## src/core/dmat_params.svh

```systemverilog
// dmat_params.svh: register map, bit positions and reset values of the dma termination block
// assumes: included by its bare name from every design file that needs it
`ifndef DMAT_PARAMS_SVH
`define DMAT_PARAMS_SVH

// register addresses on the plain register port
`define DMAT_REG_MODE   8'h00
`define DMAT_REG_STATUS 8'h01
`define DMAT_REG_MASK   8'h02
`define DMAT_REG_SRC    8'h03
`define DMAT_REG_DST    8'h04
`define DMAT_REG_COUNT  8'h05
`define DMAT_REG_FCODE  8'h06
`define DMAT_REG_BASE   8'h07
`define DMAT_REG_CMD    8'h08
`define DMAT_REG_STATE  8'h09
// descriptor memory window: addresses 8'h40..8'h7F, one word each
`define DMAT_MEM_SEL    2'h1
`define DMAT_MEM_WORDS  64
`define DMAT_CMD_INIT   32'h00000001
// reset values
`define DMAT_MODE_RST   7'h00
`define DMAT_STAT_RST   3'h0
// channel status bits
`define DMAT_ST_DONE    0
`define DMAT_ST_AUX     1
`define DMAT_ST_OOB     2
// descriptor status word bits
`define DMAT_BD_VALID   15
`define DMAT_BD_WRAP    13
`define DMAT_BD_INTR    12
`define DMAT_BD_LAST    11
`define DMAT_BD_CONT    9
`define DMAT_BD_ABORT   1
`define DMAT_BD_EXTEND  0
// descriptor word offsets
`define DMAT_OFS_STAT   2'h0
`define DMAT_OFS_LEN    2'h1
`define DMAT_OFS_SRC    2'h2
`define DMAT_OFS_DST    2'h3
// function code fields
`define DMAT_FC_SRC     7:4
`define DMAT_FC_DST     3:0
`endif

```

## src/core/dmat_pkg.sv

```systemverilog
// dmat_pkg.sv: types shared by the dma termination block
// assumes: nothing beyond the tool's SystemVerilog support
package dmat_pkg;
  // descriptor handling mode of the channel
  typedef enum logic [1:0] {
    BM_SINGLE = 2'h0,
    BM_AUTO   = 2'h1,
    BM_CHAIN  = 2'h2
  } dmat_bmode_e;

  // channel sequencer: idle, descriptor fetch and close, plus one state per bus phase
  typedef enum logic [3:0] {
    ST_IDLE  = 4'h0,
    ST_FETCH = 4'h1,
    ST_SRC1  = 4'h2,
    ST_SRC3  = 4'h3,
    ST_SRC5  = 4'h4,
    ST_DST1  = 4'h5,
    ST_DST3  = 4'h6,
    ST_DST5  = 4'h7,
    ST_CLOSE = 4'h8
  } dmat_state_e;

  // channel mode register, high bits first
  typedef struct packed {
    dmat_bmode_e bmode;
    logic        dual;
    logic        hs_dest;
    logic        sync_bypass;
    logic        chan_reset;
    logic        run;
  } dmat_mode_s;

  // one bus request toward memory or peripheral
  typedef struct packed {
    logic [31:0] addr;
    logic [7:0]  data;
    logic [3:0]  fc;
    logic        rd;
    logic        wr;
  } dmat_bus_s;
endpackage

```

## src/core/dmat_end_sampler.sv

```systemverilog
// dmat_end_sampler.sv: conditions the external end line before the sample point
// assumes: line is active low and idles high when nobody drives it
`timescale 1ns/1ns
`default_nettype none

module dmat_end_sampler (
  input  wire logic clk_in,
  input  wire logic reset_in,
  input  wire logic end_line_in,
  input  wire logic bypass_in,
  output logic      end_now_out
);
  logic sync_a;
  logic sync_b;

  // two-stage synchroniser, idle level is high
  always_ff @(posedge clk_in) begin
    if (reset_in) begin
      sync_a <= 1'b1;
      sync_b <= 1'b1;
    end else begin
      sync_a <= end_line_in;
      sync_b <= sync_a;
    end
  end

  // bypass picks the raw line, else the synchronised copy
  assign end_now_out = bypass_in ? ~end_line_in : ~sync_b;
endmodule
`default_nettype wire

```

## src/core/dmat_desc_store.sv

```systemverilog
// dmat_desc_store.sv: internal dual-port memory that holds the descriptors
// assumes: the sequencer port wins when both ports write the same word
`timescale 1ns/1ns
`default_nettype none
`include "dmat_params.svh"

module dmat_desc_store (
  input  wire logic        clk_in,
  input  wire logic [5:0]  sw_addr_in,
  input  wire logic [31:0] sw_wdata_in,
  input  wire logic        sw_wr_in,
  output logic      [31:0] sw_rdata_out,
  input  wire logic [5:0]  cp_addr_in,
  input  wire logic [31:0] cp_wdata_in,
  input  wire logic        cp_wr_in,
  output logic      [31:0] cp_rdata_out
);
  logic [31:0] mem [0:`DMAT_MEM_WORDS-1];

  // both write ports, registered software read
  always_ff @(posedge clk_in) begin
    if (cp_wr_in) begin
      mem[cp_addr_in] <= cp_wdata_in;
    end
    if (sw_wr_in && !(cp_wr_in && cp_addr_in == sw_addr_in)) begin
      mem[sw_addr_in] <= sw_wdata_in;
    end
    sw_rdata_out <= mem[sw_addr_in];
  end

  // sequencer reads the word in the same cycle
  assign cp_rdata_out = mem[cp_addr_in];
endmodule
`default_nettype wire

```

## src/core/dmat_channel.sv

```systemverilog
// dmat_channel.sv: one general_dma_channel with end-of-transfer handling and descriptor control
// assumes: single 10 MHz clock, synchronous inputs, peripheral on request/ack/end handshake
//
// Design decisions made here: the address-and-strobe port and the placing of the registers.
`timescale 1ns/1ns
`default_nettype none
`include "dmat_params.svh"

module dmat_channel (
  input  wire logic              clk_in,
  input  wire logic              reset_in,
  input  wire logic [7:0]        reg_addr_in,
  input  wire logic [31:0]       reg_wdata_in,
  input  wire logic              reg_wr_in,
  input  wire logic              reg_rd_in,
  output logic      [31:0]       reg_rdata_out,
  output dmat_pkg::dmat_bus_s    bus_out,
  input  wire logic [7:0]        bus_data_in,
  input  wire logic [1:0]        cycle_ack_lines_n_in,
  output logic                   request_ack_line_n_out,
  input  wire logic              transfer_end_line_in,
  output logic                   transfer_end_line_out,
  output logic                   transfer_end_line_oe_out,
  output logic                   done_irq_out
);
  dmat_pkg::dmat_mode_s  mode;
  dmat_pkg::dmat_state_e state;
  logic [2:0]  status;
  logic [2:0]  mask;
  logic [31:0] src_ptr;
  logic [31:0] dst_ptr;
  logic [31:0] count;
  logic [7:0]  fcode;
  logic [15:0] base;
  logic [1:0]  fw;
  logic [3:0]  idx;
  logic        loaded;
  logic        end_pend;
  logic        close_ext;
  logic [15:0] cur_stat;
  logic [7:0]  data_hold;
  logic [31:0] reg_rdata;
  logic        rd_mem;
  logic [31:0] sw_rdata;
  logic [31:0] cp_rdata;
  logic [31:0] cp_wdata;
  logic [5:0]  cp_addr;
  logic        cp_wr;
  logic        end_now;

  // true in any phase of a source or destination bus cycle
  function automatic logic is_src(input dmat_pkg::dmat_state_e s);
    is_src = (s == dmat_pkg::ST_SRC1) || (s == dmat_pkg::ST_SRC3) || (s == dmat_pkg::ST_SRC5);
  endfunction
  function automatic logic is_dst(input dmat_pkg::dmat_state_e s);
    is_dst = (s == dmat_pkg::ST_DST1) || (s == dmat_pkg::ST_DST3) || (s == dmat_pkg::ST_DST5);
  endfunction

  // decoded conditions of the current cycle
  logic sw_mem;
  logic single;
  logic chain;
  logic hs_src;
  logic hs_cycle;
  logic acked;
  logic late;
  logic sample_pt;
  logic end_hit;
  logic at_byte_end;
  logic ext;
  logic zero;
  logic idle_ok;
  dmat_pkg::dmat_state_e first_cyc;
  assign sw_mem      = reg_addr_in[7:6] == `DMAT_MEM_SEL;
  assign single      = mode.bmode == dmat_pkg::BM_SINGLE;
  assign chain       = mode.bmode == dmat_pkg::BM_CHAIN;
  assign hs_src      = ~mode.hs_dest;
  assign hs_cycle    = mode.dual ? ((is_src(state) & hs_src) | (is_dst(state) & ~hs_src))
                                 : (is_src(state) | is_dst(state));
  assign acked       = ~&cycle_ack_lines_n_in;
  assign late        = hs_src & mode.dual;
  assign sample_pt   = hs_cycle & ~transfer_end_line_oe_out &
                       (late ? (state == dmat_pkg::ST_SRC5)
                             : ((state == dmat_pkg::ST_SRC3 || state == dmat_pkg::ST_DST3) & acked));
  assign end_hit     = sample_pt & end_now;
  assign at_byte_end = ((state == dmat_pkg::ST_DST5) & (mode.dual | hs_src)) |
                       ((state == dmat_pkg::ST_SRC5) & ~mode.dual & ~hs_src);
  assign ext         = end_pend | end_hit;
  assign zero        = count == 32'h00000001;
  assign idle_ok     = state == dmat_pkg::ST_IDLE;
  assign first_cyc   = (mode.dual | ~hs_src) ? dmat_pkg::ST_SRC1 : dmat_pkg::ST_DST1;

  // hardware events and the software init command toward the mode and status registers
  logic p_oob;
  logic p_done;
  logic p_aux;
  logic p_rst_set;
  logic p_init;
  assign p_oob     = (state == dmat_pkg::ST_FETCH) & (fw == `DMAT_OFS_STAT) & ~cp_rdata[`DMAT_BD_VALID];
  assign p_done    = (at_byte_end & single & (ext | zero)) |
                     ((state == dmat_pkg::ST_CLOSE) & (close_ext | (chain & cur_stat[`DMAT_BD_LAST])));
  assign p_aux     = (state == dmat_pkg::ST_CLOSE) & ~close_ext & cur_stat[`DMAT_BD_INTR];
  assign p_rst_set = (state == dmat_pkg::ST_CLOSE) & close_ext & chain;
  assign p_init    = reg_wr_in & (reg_addr_in == `DMAT_REG_CMD) & (reg_wdata_in == `DMAT_CMD_INIT);

  dmat_end_sampler u_sampler (
    .clk_in      (clk_in),
    .reset_in    (reset_in),
    .end_line_in (transfer_end_line_in),
    .bypass_in   (mode.sync_bypass),
    .end_now_out (end_now)
  );

  // descriptor word address from base, index and word offset
  assign cp_addr = 6'(base[5:0] + {idx, 2'h0} + {4'h0, fw});
  assign cp_wr   = state == dmat_pkg::ST_CLOSE;
  always_comb begin
    cp_wdata = {16'h0000, cur_stat};
    if (close_ext) begin
      cp_wdata[`DMAT_BD_VALID] = 1'b0;
      if (chain) begin
        cp_wdata[`DMAT_BD_ABORT] = 1'b1;
      end else begin
        cp_wdata[`DMAT_BD_EXTEND] = 1'b1;
      end
    end else if (!cur_stat[`DMAT_BD_CONT]) begin
      cp_wdata[`DMAT_BD_VALID] = 1'b0;
    end
  end

  dmat_desc_store u_store (
    .clk_in       (clk_in),
    .sw_addr_in   (reg_addr_in[5:0]),
    .sw_wdata_in  (reg_wdata_in),
    .sw_wr_in     (reg_wr_in & sw_mem),
    .sw_rdata_out (sw_rdata),
    .cp_addr_in   (cp_addr),
    .cp_wdata_in  (cp_wdata),
    .cp_wr_in     (cp_wr),
    .cp_rdata_out (cp_rdata)
  );

  // mode register: hardware clear of run and set of reset win over software
  always_ff @(posedge clk_in) begin
    if (reset_in) begin
      mode <= dmat_pkg::dmat_mode_s'(`DMAT_MODE_RST);
    end else begin
      if (reg_wr_in && reg_addr_in == `DMAT_REG_MODE) begin
        mode <= dmat_pkg::dmat_mode_s'(reg_wdata_in[6:0]);
      end
      if (p_init && mode.chan_reset) begin
        mode.chan_reset <= 1'b0;
      end
      if (p_done || p_oob) begin
        mode.run <= 1'b0;
      end
      if (p_rst_set) begin
        mode.chan_reset <= 1'b1;
      end
    end
  end

  // status register: write one to clear, a new event wins
  always_ff @(posedge clk_in) begin
    if (reset_in) begin
      status <= `DMAT_STAT_RST;
    end else begin
      if (reg_wr_in && reg_addr_in == `DMAT_REG_STATUS) begin
        status <= status & ~reg_wdata_in[2:0];
      end
      if (p_done) begin
        status[`DMAT_ST_DONE] <= 1'b1;
      end
      if (p_aux) begin
        status[`DMAT_ST_AUX] <= 1'b1;
      end
      if (p_oob) begin
        status[`DMAT_ST_OOB] <= 1'b1;
      end
    end
  end

  // plain software registers
  always_ff @(posedge clk_in) begin
    if (reset_in) begin
      mask  <= 3'h0;
      fcode <= 8'h00;
      base  <= 16'h0000;
    end else if (reg_wr_in) begin
      if (reg_addr_in == `DMAT_REG_MASK) mask <= reg_wdata_in[2:0];
      if (reg_addr_in == `DMAT_REG_FCODE) fcode <= reg_wdata_in[7:0];
      if (reg_addr_in == `DMAT_REG_BASE) base <= reg_wdata_in[15:0];
    end
  end

  // pointers and count: software while idle, descriptor load and per-byte update otherwise
  always_ff @(posedge clk_in) begin
    if (reset_in) begin
      src_ptr <= 32'h00000000;
      dst_ptr <= 32'h00000000;
      count   <= 32'h00000000;
    end else if (state == dmat_pkg::ST_FETCH) begin
      if (fw == `DMAT_OFS_LEN) count <= cp_rdata;
      if (fw == `DMAT_OFS_SRC) src_ptr <= cp_rdata;
      if (fw == `DMAT_OFS_DST) dst_ptr <= cp_rdata;
    end else if (at_byte_end) begin
      src_ptr <= src_ptr + 32'h00000001;
      dst_ptr <= dst_ptr + 32'h00000001;
      count   <= count - 32'h00000001;
    end else if (reg_wr_in && idle_ok) begin
      if (reg_addr_in == `DMAT_REG_SRC) src_ptr <= reg_wdata_in;
      if (reg_addr_in == `DMAT_REG_DST) dst_ptr <= reg_wdata_in;
      if (reg_addr_in == `DMAT_REG_COUNT) count <= reg_wdata_in;
    end
  end

  // data from the source cycle, end seen on the source side waits for the destination
  always_ff @(posedge clk_in) begin
    if (reset_in) begin
      data_hold <= 8'h00;
      end_pend  <= 1'b0;
    end else begin
      if (state == dmat_pkg::ST_SRC3 && acked) data_hold <= bus_data_in;
      if (at_byte_end || idle_ok) begin
        end_pend <= 1'b0;
      end else if (end_hit) begin
        end_pend <= 1'b1;
      end
    end
  end

  // channel sequencer
  always_ff @(posedge clk_in) begin
    if (reset_in) begin
      state     <= dmat_pkg::ST_IDLE;
      fw        <= 2'h0;
      idx       <= 4'h0;
      loaded    <= 1'b0;
      close_ext <= 1'b0;
      cur_stat  <= 16'h0000;
    end else if (mode.chan_reset) begin
      state <= dmat_pkg::ST_IDLE;
      if (p_init) begin
        idx    <= 4'h0;
        loaded <= 1'b0;
      end
    end else begin
      unique case (state)
        dmat_pkg::ST_IDLE: begin
          fw        <= `DMAT_OFS_STAT;
          close_ext <= 1'b0;
          if (mode.run) begin
            state <= (!single && !loaded) ? dmat_pkg::ST_FETCH : first_cyc;
          end
        end
        dmat_pkg::ST_FETCH: begin
          fw <= 2'(fw + 2'h1);
          if (fw == `DMAT_OFS_STAT) cur_stat <= cp_rdata[15:0];
          if (p_oob) begin
            state <= dmat_pkg::ST_IDLE;
          end else if (fw == `DMAT_OFS_DST) begin
            loaded <= 1'b1;
            state  <= first_cyc;
          end
        end
        dmat_pkg::ST_SRC1: state <= dmat_pkg::ST_SRC3;
        dmat_pkg::ST_SRC3: if (acked) state <= dmat_pkg::ST_SRC5;
        dmat_pkg::ST_DST1: state <= dmat_pkg::ST_DST3;
        dmat_pkg::ST_DST3: if (acked) state <= dmat_pkg::ST_DST5;
        dmat_pkg::ST_SRC5,
        dmat_pkg::ST_DST5: begin
          fw <= `DMAT_OFS_STAT;
          if (!at_byte_end) begin
            state <= dmat_pkg::ST_DST1;
          end else if (ext) begin
            close_ext <= 1'b1;
            state     <= single ? dmat_pkg::ST_IDLE : dmat_pkg::ST_CLOSE;
          end else if (zero && single) begin
            state <= dmat_pkg::ST_IDLE;
          end else if (zero) begin
            state <= dmat_pkg::ST_CLOSE;
          end else if (!mode.run) begin
            state <= dmat_pkg::ST_IDLE;
          end else begin
            state <= first_cyc;
          end
        end
        dmat_pkg::ST_CLOSE: begin
          idx <= cur_stat[`DMAT_BD_WRAP] ? 4'h0 : 4'(idx + 4'h1);
          if (close_ext || (chain && cur_stat[`DMAT_BD_LAST])) begin
            loaded <= 1'b0;
            state  <= dmat_pkg::ST_IDLE;
          end else if (!mode.run) begin
            loaded <= 1'b0;
            state  <= dmat_pkg::ST_IDLE;
          end else begin
            state <= dmat_pkg::ST_FETCH;
          end
        end
        default: state <= dmat_pkg::ST_IDLE;
      endcase
    end
  end

  // register read port, data one cycle after the strobe
  always_ff @(posedge clk_in) begin
    if (reset_in) begin
      reg_rdata <= 32'h00000000;
      rd_mem    <= 1'b0;
    end else begin
      rd_mem    <= reg_rd_in & sw_mem;
      reg_rdata <= 32'h00000000;
      if (reg_rd_in) begin
        unique case (reg_addr_in)
          `DMAT_REG_MODE:   reg_rdata <= {25'h0000000, mode};
          `DMAT_REG_STATUS: reg_rdata <= {29'h00000000, status};
          `DMAT_REG_MASK:   reg_rdata <= {29'h00000000, mask};
          `DMAT_REG_SRC:    reg_rdata <= src_ptr;
          `DMAT_REG_DST:    reg_rdata <= dst_ptr;
          `DMAT_REG_COUNT:  reg_rdata <= count;
          `DMAT_REG_FCODE:  reg_rdata <= {24'h000000, fcode};
          `DMAT_REG_BASE:   reg_rdata <= {16'h0000, base};
          `DMAT_REG_STATE:  reg_rdata <= {23'h000000, loaded, idx, state};
          default:          reg_rdata <= 32'h00000000;
        endcase
      end
    end
  end
  assign reg_rdata_out = rd_mem ? sw_rdata : reg_rdata;

  // bus request, handshake and end line drive
  always_comb begin
    bus_out      = '0;
    bus_out.data = data_hold;
    if (is_src(state)) begin
      bus_out.addr = src_ptr;
      bus_out.fc   = fcode[`DMAT_FC_SRC];
      bus_out.rd   = 1'b1;
    end else if (is_dst(state)) begin
      bus_out.addr = dst_ptr;
      bus_out.fc   = fcode[`DMAT_FC_DST];
      bus_out.wr   = 1'b1;
    end
  end
  assign request_ack_line_n_out   = ~hs_cycle;
  assign transfer_end_line_out    = 1'b0;
  assign transfer_end_line_oe_out = hs_cycle & zero & (single | (chain & cur_stat[`DMAT_BD_LAST]));
  assign done_irq_out             = |(status & mask);

  // checks on the termination behaviour
  a_sample_s3: assert property (@(posedge clk_in) disable iff (reset_in)
    (end_hit && !late) |-> ((state == dmat_pkg::ST_SRC3 || state == dmat_pkg::ST_DST3) && acked))
    else $error("end line taken outside the last third state");
  a_sample_s5: assert property (@(posedge clk_in) disable iff (reset_in)
    (end_hit && late) |-> (state == dmat_pkg::ST_SRC5))
    else $error("late sample not in fifth state");
  a_sync_delay: assert property (@(posedge clk_in) disable iff (reset_in)
    (!mode.sync_bypass && !transfer_end_line_in ##1 !mode.sync_bypass && !transfer_end_line_in) |=> end_now)
    else $error("synchronised end line not seen two clocks later");
  a_src_finish: assert property (@(posedge clk_in) disable iff (reset_in)
    (end_hit && is_src(state) && mode.dual && !mode.chan_reset) |=> (state == dmat_pkg::ST_DST1) ##1
    (state == dmat_pkg::ST_DST3))
    else $error("destination access skipped after source end");
  a_dst_stop: assert property (@(posedge clk_in) disable iff (reset_in)
    (end_hit && state == dmat_pkg::ST_DST3 && single && !mode.chan_reset) |-> ##2
    (state == dmat_pkg::ST_IDLE && !mode.run))
    else $error("cycles continue after destination end");
  a_ext_done: assert property (@(posedge clk_in) disable iff (reset_in)
    (at_byte_end && single && ext && !mode.chan_reset) |=> (status[`DMAT_ST_DONE] && !mode.run))
    else $error("external end did not set done and clear run");
  a_count_dec: assert property (@(posedge clk_in) disable iff (reset_in)
    (at_byte_end && !mode.chan_reset) |=> (count == $past(count) - 32'h00000001))
    else $error("count not decremented per byte");
  a_oob_stop: assert property (@(posedge clk_in) disable iff (reset_in)
    (p_oob && !mode.chan_reset) |=> (status[`DMAT_ST_OOB] && state == dmat_pkg::ST_IDLE && !mode.run))
    else $error("invalid descriptor did not stop the channel");
  a_chain_abort: assert property (@(posedge clk_in) disable iff (reset_in)
    (state == dmat_pkg::ST_CLOSE && close_ext && chain && !mode.chan_reset) |=>
    (mode.chan_reset && !mode.run && status[`DMAT_ST_DONE]))
    else $error("chain abort did not reset the channel");
endmodule
`default_nettype wire

```

## config.mk

```make
export PLATFORM = sky130hd
export DESIGN_NAME = dmat_channel
export DESIGN_NICKNAME = d
export VERILOG_FILES = /design/src/core/dmat_pkg.sv /design/src/core/dmat_end_sampler.sv /design/src/core/dmat_desc_store.sv /design/src/core/dmat_channel.sv
export VERILOG_INCLUDE_DIRS = /design/src /design/src/core
export SDC_FILE = /design/constraint.sdc
export NUM_CORES = 2
export LEC_CHECK = 0
export BUFFER_PORTS_ARGS = -buffer_cell sky130_fd_sc_hd__buf_2
export CORE_MARGIN = 2
export CORE_UTILIZATION = 28
export CTS_BUF_LIST = sky130_fd_sc_hd__clkbuf_8
export DETAILED_ROUTE_END_ITERATION = 8
export PLACE_DENSITY = 0.53
export SLEW_MARGIN = 25
export SYNTH_ARGS = -nofsm -noshare
export SYNTH_HDL_FRONTEND = slang
export SYNTH_SLANG_ARGS = --single-unit
```

## constraint.sdc

```tcl
create_clock -name clk_in -period 4.8 [get_ports clk_in]
set_input_delay 0.24 -clock clk_in [delete_from_list [all_inputs] [get_ports clk_in]]
set_output_delay 0.24 -clock clk_in [all_outputs]
set_load 0.01 [all_outputs]
```

==> flow_metrics.tcl <==
set metrics [dict create \
    p_leak_nw 47.9 \
    cp_slowest_stage_delay_ns 1.12 \
    ys_seq_area_frac 0.515 \
    worstPathCellList "ha_1 -> a21oi_1 -> and2_1 -> xnor2_4 -> buf_12 -> buf_4 -> a2111oi_0 -> nor4_1 -> a21oi_1 -> buf_4 -> nor3_1 -> a211oi_1" \
    dr.first_iter.drc_count 12500 \
    syn_inst 9907 \
    violations "negative setup slack" \
    grt_antenna_before_repair 46 \
    io_buffers 135 \
    reg2reg_depth 12 \
    outcome "finished, violations left" \
    drive_gt1_frac 0.293 \
    fin_crit_ns 4.84 \
    worst-path-max-fanout 34 \
    grt_pass1_vias 89100 \
    dpl.hpwl_um 341000 \
    clock_latency_ns 1.10 \
    placed_area_um2 140000 \
    setup_tns_ns -0.0494 \
    holdPathStages 3 \
    vias 92100 \
    dp_cells 15700 \
    std_cell_rows 248 \
    wl_per_cell_um 30.7 \
    vdd_drop_max_mv 0.289 \
    power_density_nw_per_um2 328 \
    synth_enable_flop_cells 2048 \
    gp_congestion 0.910 \
    synth_area_leaders "edfxtp_1 (48%), mux4_2 (20%), nand2_1 (5.8%), and2_1 (5.0%), dfxtp_1 (3.7%)" \
    yosysUniqueCellTypes 84 \
    dieArea_um2 464000 \
    crit_required_ns 5.80 \
    timing.final.crit_share 1.01 \
    grt_max_degree 108 \
    cts_buffers 400 \
    cts_tree "yes" \
    post-place-ws_ns 0.0330 \
    power.total_mw 48.6 \
    cap_violations 0 \
    start_util 0.281 \
    start_kind "register" \
    die_height_um 682 \
    path_clk_slew_ns 0.06 \
    whs_ns 0.0392 \
    crit_family "compound AO/OA/AOI/OAI gates" \
    async_flop_share 0 \
    core_um2 457000 \
    final_area_um2 148000 \
    critPathKind "register to register" \
    cts.path.max_buffers 4 \
    hold_viol 0 \
    holdCritPathClass "primary input to register" \
    timing.final.max_slew_violations 0 \
    ys_warn_count 0 \
    final.setup_skew_ns 0.115 \
    fmax_ghz 0.206 \
    track_usage 0.213 \
    tightest_slew_ns 1.31 \
    fin_cells 16600 \
    critPathCaptureType "register" \
    drt_pass1_iterations 6 \
    synth_top_area_frac 0.478 \
    vias_per_cell 5.56 \
    fillers 45100 \
    syn_area_um2 129000 \
    grt_pass1_wl_um 713000 \
    arrival_ns 5.84 \
    relSlewSlack 0.106 \
    routed_wl_um 508000 \
    ctsRootBufferMaster "clkbuf_8" \
    crit_slowest_cell "a2111oi_0" \
    cp_num_cells 12 \
    ctsHtreeMaxLevel 5 \
    utilization 0.325 \
    grt.overflow.total 0 \
    setup_ws_ns -0.0433 \
    cts_sinks 2285 \
    synth_ff_type "edfxtp_1" \
    die_x_um 682 \
    syn_to_final_growth_pct 15.3 \
    nets 10200 \
    rsz0062_at_grt "false" \
    setup_violations 2 \
    ys_seq_elements 2285 \
    route.detailed.drc 0 \
    pin_count 137 \
    antenna_left 0 \
    synth_area_per_cell_um2 13.0 \
    path_buf_inv 3 \
    yosysTopAreaCell "edfxtp_1" \
    synth_fp_nets 9977 \
]
[cells in the final DEF, fill, tap and decap left out, types with 224 or more instances in the layout]
cell / Yosys / layout
mux2_2: 358 / 358
and2_1: 1037 / 1036
a21oi_1: 244 / 240
nor2_1: 279 / 277
nand2_1: 1986 / 1985
mux4_2: 1168 / 1168
buf_4: 17 / 541
clkbuf_8: 0 / 421
dfxtp_1: 237 / 224
edfxtp_1: 2048 / 2048
[power by group]
part	internal (mW)	leakage, nW	total [mW]	switching [mW]
Sequential	22.3	18.5	22.8	0.452
Combinational	3.10	25.1	7.96	4.86
Clock	8.98	4.34	17.8	8.86
Total	34.4	47.9	48.6	14.2
[area by class of cell]
type	count	area (um^2)	area share
inverter	22	90.1	0.000608
tap	6125	7660	0.0517
sequential	2285	66300	0.447
clock inverter	305	1740	0.0117
timing repair buffer	860	7760	0.0524
antenna	23	57.6	0.000388
multi-input combinational	6521	58900	0.397
clock buffer	421	5790	0.0391
[sequential cells by signal (all words and copies together), names as in the netlist]
name,flops
u_store.mem,2048
count,32
dst_ptr,32
reg_rdata,32
src_ptr,32
u_store.sw_rdata_out,32
base,16
cur_stat,16
data_hold,8
fcode,8
mode,7
idx,4
state,4
mask,3
status,3
fw,2
close_ext,1
end_pend,1
loaded,1
rd_mem,1
u_sampler.sync_a,1
u_sampler.sync_b,1
[layer usage]
| metal | wire (um) | up-vias | GRT usage |
|---|---|---|---|
| met5 | 156 | - | 0 |
| met4 | 15800 | 22 | 0.0631 |
| met3 | 55300 | 905 | 0.0522 |
| met2 | 234000 | 5554 | 0.338 |
| met1 | 203000 | 47900 | 0.288 |
| li1 | - | 37800 | - |
[worst paths after layout]
kind,start,end,slack [ns]
setup / recovery,idx[0],count[0],-0.04
setup reg to reg,idx[0],count[0],-0.04
hold / removal,reg_wdata_in[27],u_store.mem[7][27],0.04
hold reg to reg,u_sampler.sync_a,u_sampler.sync_b,0.43
[logic make-up (layout without fill, tap and decap cells)]
group / after synthesis / in the layout / synth area share
adder cells (fa/ha/maj): 15 / 15 / 0.00152
AND/OR/NAND/NOR: 3779 / 3779 / 0.142
multiplexers: 1720 / 1720 / 0.252
XOR/XNOR: 88 / 88 / 0.00638
flip-flops: 2285 / 2285 / 0.515
other: 1 / 24 / 0.0000292
buffers and inverters: 1101 / 1608 / 0.0367
AO/OA/AOI/OAI: 918 / 918 / 0.0463
[cells in the mapped netlist, types with 21 or more instances]
| cell type | instances |
|---|---|
| nor2_1 | 279 |
| mux2i_1 | 156 |
| nor3_4 | 25 |
| o21ai_0 | 245 |
| a21oi_1 | 244 |
| a31oi_1 | 44 |
| mux4_2 | 1168 |
| a2111oi_0 | 111 |
| a22o_1 | 45 |
| a22oi_1 | 59 |
| inv_1 | 21 |
| buf_1 | 124 |
| and2_1 | 1037 |
| nand4_1 | 29 |
| nor3_1 | 137 |
| clkbuf_1 | 674 |
| dfxtp_1 | 237 |
| mux2_1 | 37 |
| xor2_1 | 39 |
| buf_6 | 26 |
| nand3_1 | 80 |
| mux2_2 | 358 |
| buf_2 | 216 |
| edfxtp_1 | 2048 |
| o22ai_1 | 28 |
| nor4_1 | 44 |
| nor3_2 | 40 |
| o21bai_1 | 28 |
| xnor2_1 | 44 |
| nand2_1 | 1986 |
[worst register-to-register path, cell delays in order (launching register included)]
cell and delay [ns]:
dfxtp_1 0.43, ha_1 0.44, a21oi_1 0.37, and2_1 0.54
xnor2_4 0.14, buf_12 0.22, buf_4 0.33, a2111oi_0 1.14
nor4_1 0.28, a21oi_1 0.40, buf_4 0.21, nor3_1 0.06
a211oi_1 0.21
[what timing repair did]
| action | CTS | global route |
|---|---|---|
| gates resized for setup | 0 | 2 |
| hold buffers | 79 | 0 |
| setup endpoints to repair | 0 | 9 |
| setup buffers | 0 | 2 |
| hold endpoints to repair | 690 | 0 |
(Power assumes the default switching activity.)
